$ cat src/design/emc_params.svh
// Purpose: Constants for the event mode counter
// Assumes: 16-bit counter, sys_clk at 20 MHz
// Notes: Register map is a plain address/strobe port
// Operation
// - The counter advances only on external events from the pin or the preceding timer's overflow.
// - The count direction follows the count direction bit.
// - When enabled, the pulse output pin inverts on each overflow or underflow.
// - Source and edge fields select rising, falling or both edges of pin or overflow input.
// - On underflow the counter loads the reload value if reload is enabled, else wraps to FFFFh.
// - On overflow the counter loads the reload value if reload is enabled, else wraps to 0000h.
// - Timer and filter clocks accept every programmable frequency selection.
// - Counting starts when enable is set and stops when it is cleared.
// - Re-enabling resumes from the current value unless a reset event occurred.
// - After a reset event the counter starts from reload when down, 0000h when up.
// - An interrupt request is raised on every overflow or underflow; the code raises irq only when the matching interrupt enable bit is set.
`ifndef EMC_PARAMS_SVH
`define EMC_PARAMS_SVH
`define EMC_ADDR_CTRL 4'h0
`define EMC_ADDR_RELOAD 4'h1
`define EMC_ADDR_COUNT 4'h2
`define EMC_ADDR_STATUS 4'h3
`define EMC_ADDR_CLEAR 4'h4
`define EMC_ADDR_IEN 4'h5
`define EMC_ADDR_CLKSEL 4'h6
`define EMC_B_ENABLE 0
`define EMC_B_UP 1
`define EMC_B_RELOAD_ENABLE 2
`define EMC_B_POUT 3
`define EMC_B_SRC 4
`define EMC_B_EDGE_LO 5
`define EMC_B_EDGE_HI 6
`define EMC_B_RESET 7
`define EMC_ST_OVF 0
`define EMC_ST_UNF 1
`define EMC_CNT_ZERO 16'h0000
`define EMC_CNT_MAX 16'hFFFF
`define EMC_RELOAD_RST 16'hFFFF
`define EMC_FILT_TAPS 3
`endif

$ cat src/design/emc_pkg.sv
// Purpose: Types for the event mode counter
// Assumes: Constants live in emc_params.svh
// Notes: Edge select encoding 1 rise, 2 fall, 3 both, 0 none
package emc_pkg;
  typedef enum logic [1:0] {
    EMC_EDGE_NONE,
    EMC_EDGE_RISE,
    EMC_EDGE_FALL,
    EMC_EDGE_BOTH
  } emc_edge_e;
  typedef struct packed {
    logic pin_src;
    emc_edge_e edge_sel;
  } emc_trig_s;
  typedef struct packed {
    logic ovf;
    logic unf;
  } emc_wrap_s;
endpackage : emc_pkg

$ cat src/design/emc_prescaler.sv
// Purpose: Divides sys_clk into one-cycle enable pulses
// Assumes: Select picks divide by 2**sel
// Notes: Used for both timer clock and filter clock
`timescale 1ns/100ps
module emc_prescaler #(
  parameter int SEL_W = 4
) (
  input wire logic sys_clk,
  input wire logic reset,
  input wire logic [SEL_W-1:0] div_sel,
  output logic tick
);
  logic [15:0] div_q;
  logic [15:0] mask;

  // Free running divider
  always_ff @(posedge sys_clk or posedge reset) begin
    if (reset) begin
      div_q <= 16'h0000;
    end else begin
      div_q <= div_q + 16'h0001;
    end
  end

  // Tick when low bits all zero; sel 0 ticks every cycle
  assign mask = 16'((32'h1 << div_sel) - 32'h1);
  assign tick = (div_q & mask) == 16'h0000;
endmodule : emc_prescaler

$ cat src/design/emc_filter.sv
// Purpose: Synchronises and filters the event pin
// Assumes: Filter samples on filter tick
// Notes: Output changes only when TAPS samples agree
`timescale 1ns/100ps
`include "emc_params.svh"
module emc_filter #(
  parameter int TAPS = `EMC_FILT_TAPS
) (
  input wire logic sys_clk,
  input wire logic reset,
  input wire logic filt_tick,
  input wire logic pin_in,
  output logic pin_clean
);
  logic sync1_q;
  logic sync2_q;
  logic [TAPS-1:0] hist_q;

  // Two-stage synchroniser
  always_ff @(posedge sys_clk or posedge reset) begin
    if (reset) begin
      sync1_q <= 1'b0;
      sync2_q <= 1'b0;
    end else begin
      sync1_q <= pin_in;
      sync2_q <= sync1_q;
    end
  end

  // Sample history on filter clock, accept stable level
  always_ff @(posedge sys_clk or posedge reset) begin
    if (reset) begin
      hist_q <= '0;
      pin_clean <= 1'b0;
    end else if (filt_tick) begin
      hist_q <= {hist_q[TAPS-2:0], sync2_q};
      if (&hist_q) begin
        pin_clean <= 1'b1;
      end else if (~|hist_q) begin
        pin_clean <= 1'b0;
      end
    end
  end
endmodule : emc_filter

$ cat src/design/emc_counter.sv
// Purpose: 16-bit event mode counter with register port and interrupt
// Assumes: One clock; timer and filter rates are enable pulses
// Notes: Reset event is the write-one reset bit of control
//   Register map, one 32-bit word per index:
//   0 control
//     bit 0    enable; counting stops while clear
//     bit 1    direction, 1 counts up and 0 counts down
//     bit 2    reload enable for wrap handling
//     bit 3    pulse output enable
//     bit 4    event source, 1 the pin and 0 the preceding overflow; reads back at bit 6
//     bits 6:5 edge select, 1 rise, 2 fall, 3 both, 0 none; reads back at bits 5:4
//     bit 7    reset event, write one, never stored
//   1 reload value, low 16 bits
//   2 count value, read only
//   3 status, read only, bit 0 overflow, bit 1 underflow
//   4 status clear, write only, write one to clear
//   5 interrupt enable, same layout as status
//   6 clock select, bits 3:0 timer, bits 11:8 filter
//     each field divides sys_clk by two to the power of its value
//   Hazards:
//     a wrap in the same cycle as a clear keeps its status bit
//     several edges between two timer ticks count as one step
//     the pin path adds two sync flops and the filter latency
//     reads of unmapped indices return zero
//   Timing:
//     pin edge reaches the counter after sync, filter and detect flops
//     overflow source edge reaches it after two flops
//     the count changes on the timer tick after the edge is seen
//     irq follows a status bit set by one cycle
//     pulse output toggles in the cycle after the wrap step
//   Limits:
//     edges closer than one timer tick merge into one step
//     the filter ignores pulses shorter than three filter ticks
//     a reset event also drops any pending event
//
// Design decisions made here: the plain strobed port and the register addresses.
`timescale 1ns/100ps
`include "emc_params.svh"
module emc_counter #(
  parameter int CNT_W = 16,
  parameter int SEL_W = 4
) (
  // Clock and reset
  input wire logic sys_clk,
  input wire logic reset,
  // Register port
  input wire logic [3:0] reg_addr,
  input wire logic [31:0] reg_wdata,
  input wire logic reg_wr,
  input wire logic reg_rd,
  output logic [31:0] reg_rdata,
  // Event link and outputs
  input wire logic event_input_pin,
  input wire logic prev_overflow,
  output logic pulse_output_pin,
  output logic irq
);
  // Control register fields
  logic enable_q;
  logic count_direction_bit_q;
  logic reload_enable_q;
  logic pulse_en_q;
  emc_pkg::emc_trig_s trig_q;

  // Reload, count and clock selections
  logic [CNT_W-1:0] reload_q;
  logic [CNT_W-1:0] count_q;
  logic [SEL_W-1:0] tclk_sel_q;
  logic [SEL_W-1:0] fclk_sel_q;

  // Status and interrupt enables
  emc_pkg::emc_wrap_s status_q;
  emc_pkg::emc_wrap_s ien_q;

  // Divider ticks and the filtered pin
  logic timer_tick;
  logic filt_tick;
  logic pin_clean;

  // Edge detection and pending event
  logic src_q;
  logic src_prev_q;
  logic ev_pend_q;
  logic edge_hit;
  logic rise;
  logic fall;

  // Count stepping, wrap and read word
  logic step;
  logic wr_ctrl;
  logic reset_ev;
  emc_pkg::emc_wrap_s wrap;
  logic [CNT_W-1:0] count_d;
  logic at_max;
  logic at_zero;
  logic [31:0] rd_word_d;

  // Timer clock enable
  emc_prescaler #(.SEL_W(SEL_W)) u_tclk (
    .sys_clk(sys_clk),
    .reset(reset),
    .div_sel(tclk_sel_q),
    .tick(timer_tick)
  );

  // Filter clock enable
  emc_prescaler #(.SEL_W(SEL_W)) u_fclk (
    .sys_clk(sys_clk),
    .reset(reset),
    .div_sel(fclk_sel_q),
    .tick(filt_tick)
  );

  // Pin synchroniser and filter
  emc_filter u_filt (
    .sys_clk(sys_clk),
    .reset(reset),
    .filt_tick(filt_tick),
    .pin_in(event_input_pin),
    .pin_clean(pin_clean)
  );

  // Control write and its reset event strobe
  assign wr_ctrl = reg_wr && (reg_addr == `EMC_ADDR_CTRL);
  assign reset_ev = wr_ctrl && reg_wdata[`EMC_B_RESET];

  // Control register fields
  // Reset event bit is a strobe and is never stored
  always_ff @(posedge sys_clk or posedge reset) begin
    if (reset) begin
      enable_q <= 1'b0;
      count_direction_bit_q <= 1'b0;
      reload_enable_q <= 1'b0;
      pulse_en_q <= 1'b0;
      trig_q <= '0;
    end else if (wr_ctrl) begin
      enable_q <= reg_wdata[`EMC_B_ENABLE];
      count_direction_bit_q <= reg_wdata[`EMC_B_UP];
      reload_enable_q <= reg_wdata[`EMC_B_RELOAD_ENABLE];
      pulse_en_q <= reg_wdata[`EMC_B_POUT];
      trig_q.pin_src <= reg_wdata[`EMC_B_SRC];
      trig_q.edge_sel <= emc_pkg::emc_edge_e'(
        reg_wdata[`EMC_B_EDGE_HI:`EMC_B_EDGE_LO]);
    end
  end

  // Reload value and clock selections
  // New reload reaches the count only on a reset event or a wrap
  always_ff @(posedge sys_clk or posedge reset) begin
    if (reset) begin
      reload_q <= `EMC_RELOAD_RST;
      tclk_sel_q <= '0;
      fclk_sel_q <= '0;
    end else if (reg_wr) begin
      if (reg_addr == `EMC_ADDR_RELOAD) begin
        reload_q <= reg_wdata[CNT_W-1:0];
      end
      if (reg_addr == `EMC_ADDR_CLKSEL) begin
        tclk_sel_q <= reg_wdata[SEL_W-1:0];
        fclk_sel_q <= reg_wdata[SEL_W+7:8];
      end
    end
  end

  // Event source and edge detection
  // Both sources idle low, so the detect flops reset low
  // and no false edge follows reset
  always_ff @(posedge sys_clk or posedge reset) begin
    if (reset) begin
      src_q <= 1'b0;
      src_prev_q <= 1'b0;
    end else begin
      src_q <= trig_q.pin_src ? pin_clean : prev_overflow;
      src_prev_q <= src_q;
    end
  end

  assign rise = src_q && !src_prev_q;
  assign fall = !src_q && src_prev_q;

  // Edge qualification by selected edge type
  // Edge code none blocks every event
  always_comb begin
    case (trig_q.edge_sel)
      emc_pkg::EMC_EDGE_RISE: begin
        edge_hit = rise;
      end
      emc_pkg::EMC_EDGE_FALL: begin
        edge_hit = fall;
      end
      emc_pkg::EMC_EDGE_BOTH: begin
        edge_hit = rise || fall;
      end
      default: begin
        edge_hit = 1'b0;
      end
    endcase
  end

  // Hold an event until the next timer clock tick
  // A slow timer clock would otherwise miss a one-cycle edge
  // Edges that meet while one is pending merge into one step
  always_ff @(posedge sys_clk or posedge reset) begin
    if (reset) begin
      ev_pend_q <= 1'b0;
    end else if (!enable_q || reset_ev) begin
      ev_pend_q <= 1'b0;
    end else if (edge_hit) begin
      ev_pend_q <= 1'b1;
    end else if (timer_tick) begin
      ev_pend_q <= 1'b0;
    end
  end

  assign step = enable_q && ev_pend_q && timer_tick;

  // Wrap points of the counter in either direction
  assign at_max = (count_q == `EMC_CNT_MAX);
  assign at_zero = (count_q == `EMC_CNT_ZERO);

  // Next count value with wrap handling
  // A reset event wins over a step in the same cycle
  // Its direction comes from the same write, not the old field
  always_comb begin
    wrap = '0;
    count_d = count_q;
    if (reset_ev) begin
      count_d = reg_wdata[`EMC_B_UP] ? `EMC_CNT_ZERO : reload_q;
    end else if (step) begin
      if (count_direction_bit_q) begin
        if (at_max) begin
          wrap.ovf = 1'b1;
          count_d = reload_enable_q ? reload_q : `EMC_CNT_ZERO;
        end else begin
          count_d = count_q + 16'h0001;
        end
      end else begin
        if (at_zero) begin
          wrap.unf = 1'b1;
          count_d = reload_enable_q ? reload_q : `EMC_CNT_MAX;
        end else begin
          count_d = count_q - 16'h0001;
        end
      end
    end
  end

  // Counter holds while disabled unless a reset event loads it
  // Re-enabling resumes from the held value
  always_ff @(posedge sys_clk or posedge reset) begin
    if (reset) begin
      count_q <= `EMC_CNT_ZERO;
    end else begin
      count_q <= count_d;
    end
  end

  // Pulse output toggles on wrap
  // Output holds its level while the pulse function is off
  always_ff @(posedge sys_clk or posedge reset) begin
    if (reset) begin
      pulse_output_pin <= 1'b0;
    end else if (pulse_en_q && (wrap.ovf || wrap.unf)) begin
      pulse_output_pin <= !pulse_output_pin;
    end
  end

  // Sticky status; set wins over clear
  // A wrap in the clear cycle must not be lost
  // Bits stay set until software clears them
  always_ff @(posedge sys_clk or posedge reset) begin
    if (reset) begin
      status_q <= '0;
    end else begin
      if (reg_wr && reg_addr == `EMC_ADDR_CLEAR) begin
        status_q.ovf <= (status_q.ovf && !reg_wdata[`EMC_ST_OVF]) ||
          wrap.ovf;
        status_q.unf <= (status_q.unf && !reg_wdata[`EMC_ST_UNF]) ||
          wrap.unf;
      end else begin
        status_q <= status_q | wrap;
      end
    end
  end

  // Interrupt enables
  // Same layout as status
  always_ff @(posedge sys_clk or posedge reset) begin
    if (reset) begin
      ien_q <= '0;
    end else if (reg_wr && reg_addr == `EMC_ADDR_IEN) begin
      ien_q.ovf <= reg_wdata[`EMC_ST_OVF];
      ien_q.unf <= reg_wdata[`EMC_ST_UNF];
    end
  end

  // Level interrupt from a flip-flop
  // Lags status and enables by one cycle
  // Drops once every enabled bit is clear
  always_ff @(posedge sys_clk or posedge reset) begin
    if (reset) begin
      irq <= 1'b0;
    end else begin
      irq <= |(status_q & ien_q);
    end
  end

  // Read word chosen from the address; unmapped indices give zero
  always_comb begin
    rd_word_d = 32'h00000000;
    case (reg_addr)
      `EMC_ADDR_CTRL: begin
        rd_word_d = {25'h0, trig_q, pulse_en_q, reload_enable_q,
          count_direction_bit_q, enable_q};
      end
      `EMC_ADDR_RELOAD: begin
        rd_word_d = {16'h0000, reload_q};
      end
      `EMC_ADDR_COUNT: begin
        rd_word_d = {16'h0000, count_q};
      end
      `EMC_ADDR_STATUS: begin
        rd_word_d = {30'h0, status_q.unf, status_q.ovf};
      end
      `EMC_ADDR_IEN: begin
        rd_word_d = {30'h0, ien_q.unf, ien_q.ovf};
      end
      `EMC_ADDR_CLKSEL: begin
        rd_word_d = {20'h0, fclk_sel_q, 4'h0, tclk_sel_q};
      end
      default: begin
        rd_word_d = 32'h00000000;
      end
    endcase
  end

  // Read data one cycle after the read strobe, zero otherwise
  // Zero outside the answer cycle keeps stale data off the bus
  always_ff @(posedge sys_clk or posedge reset) begin
    if (reset) begin
      reg_rdata <= 32'h00000000;
    end else if (reg_rd) begin
      reg_rdata <= rd_word_d;
    end else begin
      reg_rdata <= 32'h00000000;
    end
  end
endmodule : emc_counter

$ cat config.mk
export PLATFORM = sky130hd
export DESIGN_NAME = emc_counter
export DESIGN_NICKNAME = d
export VERILOG_FILES = /design/src/design/emc_pkg.sv /design/src/design/emc_prescaler.sv /design/src/design/emc_filter.sv /design/src/design/emc_counter.sv
export VERILOG_INCLUDE_DIRS = /design/src /design/src/design
export SDC_FILE = /design/constraint.sdc
export NUM_CORES = 1
export LEC_CHECK = 0
export BUFFER_PORTS_ARGS = -buffer_cell sky130_fd_sc_hd__buf_4
export CORE_MARGIN = 2
export CORE_UTILIZATION = 53
export DETAILED_ROUTE_END_ITERATION = 10
export GPL_ROUTABILITY_DRIVEN = 0
export PLACE_DENSITY_LB_ADDON = 0.25
export SYNTH_ARGS = -nofsm -noshare
export SYNTH_HDL_FRONTEND = slang
export SYNTH_SLANG_ARGS = --single-unit
$ cat constraint.sdc
create_clock -name sys_clk -period 3.24 [get_ports sys_clk]
set_clock_uncertainty 0.05 [all_clocks]
set_input_delay 0.486 -clock sys_clk [delete_from_list [all_inputs] [get_ports sys_clk]]
set_output_delay 0.486 -clock sys_clk [all_outputs]
set_load 0.05 [all_outputs]
==> Flow_metrics.wiki <==
{| class="wikitable"
! Metric !! Value
|-
| Signal arrival time at the worst endpoint || 3.19 ns
|-
| Final global-route overflow total || 0
|-
| All-Layer GR Usage || 0.2610
|-
| Distinct cell type count after synthesis || 80
|-
| Routed len/inst || 18.37 um
|-
| Portion of synthesized cell area occupied by the leading cell type || 0.3499
|-
| Number of vias per cell after detailed routing || 6.230
|-
| Hold bufs inserted after CTS || 0
|-
| Area added between synthesis and finish || 11.34%
|-
| Detail Placement HPWL || 11820 um
|-
| Maximum number of pins on one net before global-route repair || 109
|-
| Horizontal extent of the die || 115.4 um
|-
| Setup TNS after final layout || 0 ns
|-
| Cell Pwr Density || 615.2 mW/mm2
|-
| I/O Pins || 76
|-
| Cell with the most instances after synthesis || sky130_fd_sc_hd__dfrtp_1
|-
| Max frequency || 333.8 MHz
|-
| Peak VDD IR || 328.5 uV
|-
| Cts bufs inserted || 9
|-
| Family with the most delay on the worst path || simple AND/OR/NAND/NOR gates
|-
| Clk pin slew, worst setup/hold paths || 0.07 ns
|-
| Wire length reported by the detailed router || 16660 um
|-
| Area occupied by multi-input gates || 0.003520 mm2
|-
| Final Hold Fails || 0
|-
| Core outline area || 0.01206 mm2
|-
| Bufs on Longest Clock Path || 2
|-
| Post-Synthesis Cell Area || 0.006579 mm2
|-
| Total of buffers placed on input and output ports || 43
|-
| Antenna diode count || 0
|-
| Global-route wire length before repair || 27170 um
|-
| Kind of end point of the critical path || flip-flop
|-
| Total of warnings raised by yosys || 0
|-
| Antenna-violating nets left || 0
|-
| Area of all sequential standard cells || 0.002724 mm2
|-
| Die Height || 115.4 um
|-
| Clock net sink count || 108
|-
| Post-layout net count || 785
|-
| Clock tree from TritonCTS || done
|-
| Total setup violations reported at the end of the flow || 0
|-
| Count of filler cells inserted in the layout || 1006
|-
| Fin crit share || 0.9247
|-
| Initial core utilization || 0.5454
|-
| Number of enable flip-flop cells after synthesis || 0
|-
| Die outline area || 0.01332 mm2
|-
| Clock network latency to the later pin of the worst-skew pair || 0.36 ns
|-
| Total number of placement rows || 40
|-
| Cell type with the largest total area after synthesis || sky130_fd_sc_hd__dfrtp_1
|-
| Status || complete, no violations
|-
| Drt first-iter violations || 764
|-
| Most common flop cell mapped by yosys || sky130_fd_sc_hd__dfrtp_1
|-
| Cells along the critical path || nor2_1, nand3_1, ha_1, or4b_2, o32ai_1, a211o_1, or4_1, or2_4, nand2_4, mux2_2
|-
| Classification of the worst setup path || flip-flop to flip-flop
|-
| Number of storage elements in the synthesis netlist || 108
|-
| Initial antenna violation count || 0
|-
| Period minus WS final || 2.996 ns
|-
| Synthesized area per cell || 9.318 um2
|-
| Cell types occupying the most area after synthesis || sky130_fd_sc_hd__dfrtp_1 35%, sky130_fd_sc_hd__dfstp_2 6.4%, sky130_fd_sc_hd__mux2_2 6.2%, sky130_fd_sc_hd__nand2_1 3.7%, sky130_fd_sc_hd__xnor2_1 3.6%
|-
| Proportion of synthesized chip area in sequential cells || 0.4138
|-
| Buffer type at the clock tree root || sky130_fd_sc_hd__clkbuf_16
|-
| Measured slew at the worst slew-check pin || 0.9783 ns
|-
| Delay of the slowest critical-path stage || 0.55 ns
|-
| Synth cell count leaders || 92 x sky130_fd_sc_hd__dfrtp_1, 65 x sky130_fd_sc_hd__nand2_1, 54 x sky130_fd_sc_hd__nor2_1
|-
| Worst-case headroom to the max-slew limit || 0.3460
|-
| Fraction of final layout cells with drive strength greater than 1 || 0.2057
|-
| Setup Slack @ Placement || 0.1747 ns
|-
| Final worst slack || 0.2439 ns
|-
| Instance count of the mapped netlist || 706
|-
| CP Data Required Time || 3.43 ns
|-
| Largest fanout on the critical path || 5
|-
| DR DRC count || 0
|-
| Number of H-tree branching levels || 3
|-
| Max Slew Vio Count || 0
|-
| Unrepaired setup endpoints after global routing || false
|-
| Min-delay worst type || primary input to flip-flop
|-
| Startpoint types || flip-flop
|-
| Async set-reset flop share out of synthesis || 1.000
|-
| Reported max-cap violation count || 0
|-
| CP max-delay cell || sky130_fd_sc_hd__or4_1
|-
| Count of buffer and inverter cells on the critical path || 0
|-
| Number of detailed-routing iterations run before antenna repair || 5
|-
| Via count of the first global-routing pass || 5278
|-
| Routed vias || 5651
|-
| Leakage power || 3.124 nW
|-
| Worst hold slack || 0.1829 ns
|}
## where the power goes
| part | internal, mW | switching, mW | leakage [nW] |
|---|---|---|---|
| sequential | 1.58 | 0.342 | 1.35 |
| combinational | 0.658 | 0.812 | 1.62 |
| clock | 0.622 | 0.493 | 0.147 |
## routing by layer
| metal | up-vias | share of wire | global-route usage | routed length, um |
|---|---|---|---|---|
| li1 | 2599 | - | - | - |
| met1 | 2738 | 0.44 | 0.3651 | 7304 |
| met2 | 278 | 0.46 | 0.4066 | 7721 |
| met5 | - | 0 | 0 | 0 |
| met3 | 36 | 0.075 | 0.05335 | 1247 |
| met4 | 0 | 0.023 | 0.09076 | 386 |
## metrics by stage
step | util | power, mW | cells | area [um2]
2_1_floorplan | - | 3.000 | 721 | 6639
6_report | 0.6073 | 4.506 | 907 | 7325
5_1_grt | 0.6073 | 4.772 | 907 | 7325
4_1_cts | 0.6070 | 4.501 | 907 | 7321
3_5_place_dp | 0.5825 | 3.372 | 891 | 7025
3_3_place_gp | 0.5825 | 3.318 | 891 | 7025
## worst paths after layout
check / start / to / slack [ns] / depth (start not counted)
max: tclk_sel_q[2] / count_q[5] / 0.24 / 10
min: event_input_pin / u_filt.sync1_q / 0.18 / 1
max reg2reg: tclk_sel_q[2] / count_q[5] / 0.24 / 10
min reg2reg: u_filt.sync1_q / u_filt.sync2_q / 0.34 / 0
max in group asynchronous: reset / fclk_sel_q[0] / 2.45 / 3
min in group asynchronous: reset / pulse_output_pin / 0.22 / 3
## cells in the final DEF, fill, tap and decap left out, types with 16 or more instances in the layout
cell,n
sky130_fd_sc_hd__buf_4,64
sky130_fd_sc_hd__xnor2_1,27
sky130_fd_sc_hd__o21ai_0,28
sky130_fd_sc_hd__dfstp_2,16
sky130_fd_sc_hd__conb_1,16
sky130_fd_sc_hd__nor2_1,54
sky130_fd_sc_hd__nand3_1,38
sky130_fd_sc_hd__dfrtp_1,91
sky130_fd_sc_hd__a21oi_1,33
sky130_fd_sc_hd__nor3_1,17
sky130_fd_sc_hd__nand2_1,65
sky130_fd_sc_hd__mux2_2,36
sky130_fd_sc_hd__inv_1,18
## cell families after synthesis
group | count (synthesis) | share of synthesized area
AO/OA/AOI/OAI | 166 | 0.1767
XOR/XNOR | 42 | 0.05592
adder cells (fa/ha/maj) | 9 | 0.01712
buffers and inverters | 82 | 0.06010
flip-flops | 108 | 0.4138
multiplexers | 44 | 0.07760
other | 1 | 0.0005700
AND/OR/NAND/NOR | 254 | 0.1982
## worst reg2reg max path, cell delays in order, from the launching register on
cell	delay, ns
sky130_fd_sc_hd__dfrtp_1	0.38
sky130_fd_sc_hd__nor2_1	0.18
sky130_fd_sc_hd__nand3_1	0.11
sky130_fd_sc_hd__ha_1	0.26
sky130_fd_sc_hd__or4b_2	0.24
sky130_fd_sc_hd__o32ai_1	0.07
sky130_fd_sc_hd__a211o_1	0.29
sky130_fd_sc_hd__or4_1	0.55
sky130_fd_sc_hd__or2_4	0.30
sky130_fd_sc_hd__nand2_4	0.11
sky130_fd_sc_hd__mux2_2	0.34
## cell type report
cell class,instances,share of cell area
multi-input combinational,531,0.4805
sequential,108,0.3719
timing repair buffer,65,0.06833
clock buffer,12,0.03365
tap,168,0.02870
inverter,19,0.01025
clock inverter,4,0.006662
## what timing repair did
action                                  CTS  global route
setup buffers                             0             0
gates resized for setup                   0             2
endpoints found under the setup margin    0             4
## registers in the layout (all words and copies together) (netlist names), 2 cells and up
name and cells:
reload_q 16, fclk_sel_q 4, trig_q 3, u_fclk.div_q 15, reg_rdata 16, u_tclk.div_q 15
tclk_sel_q 4, status_q 2, u_filt.hist_q 3, ien_q 2, count_q 16
(Power assumes the default switching activity.)
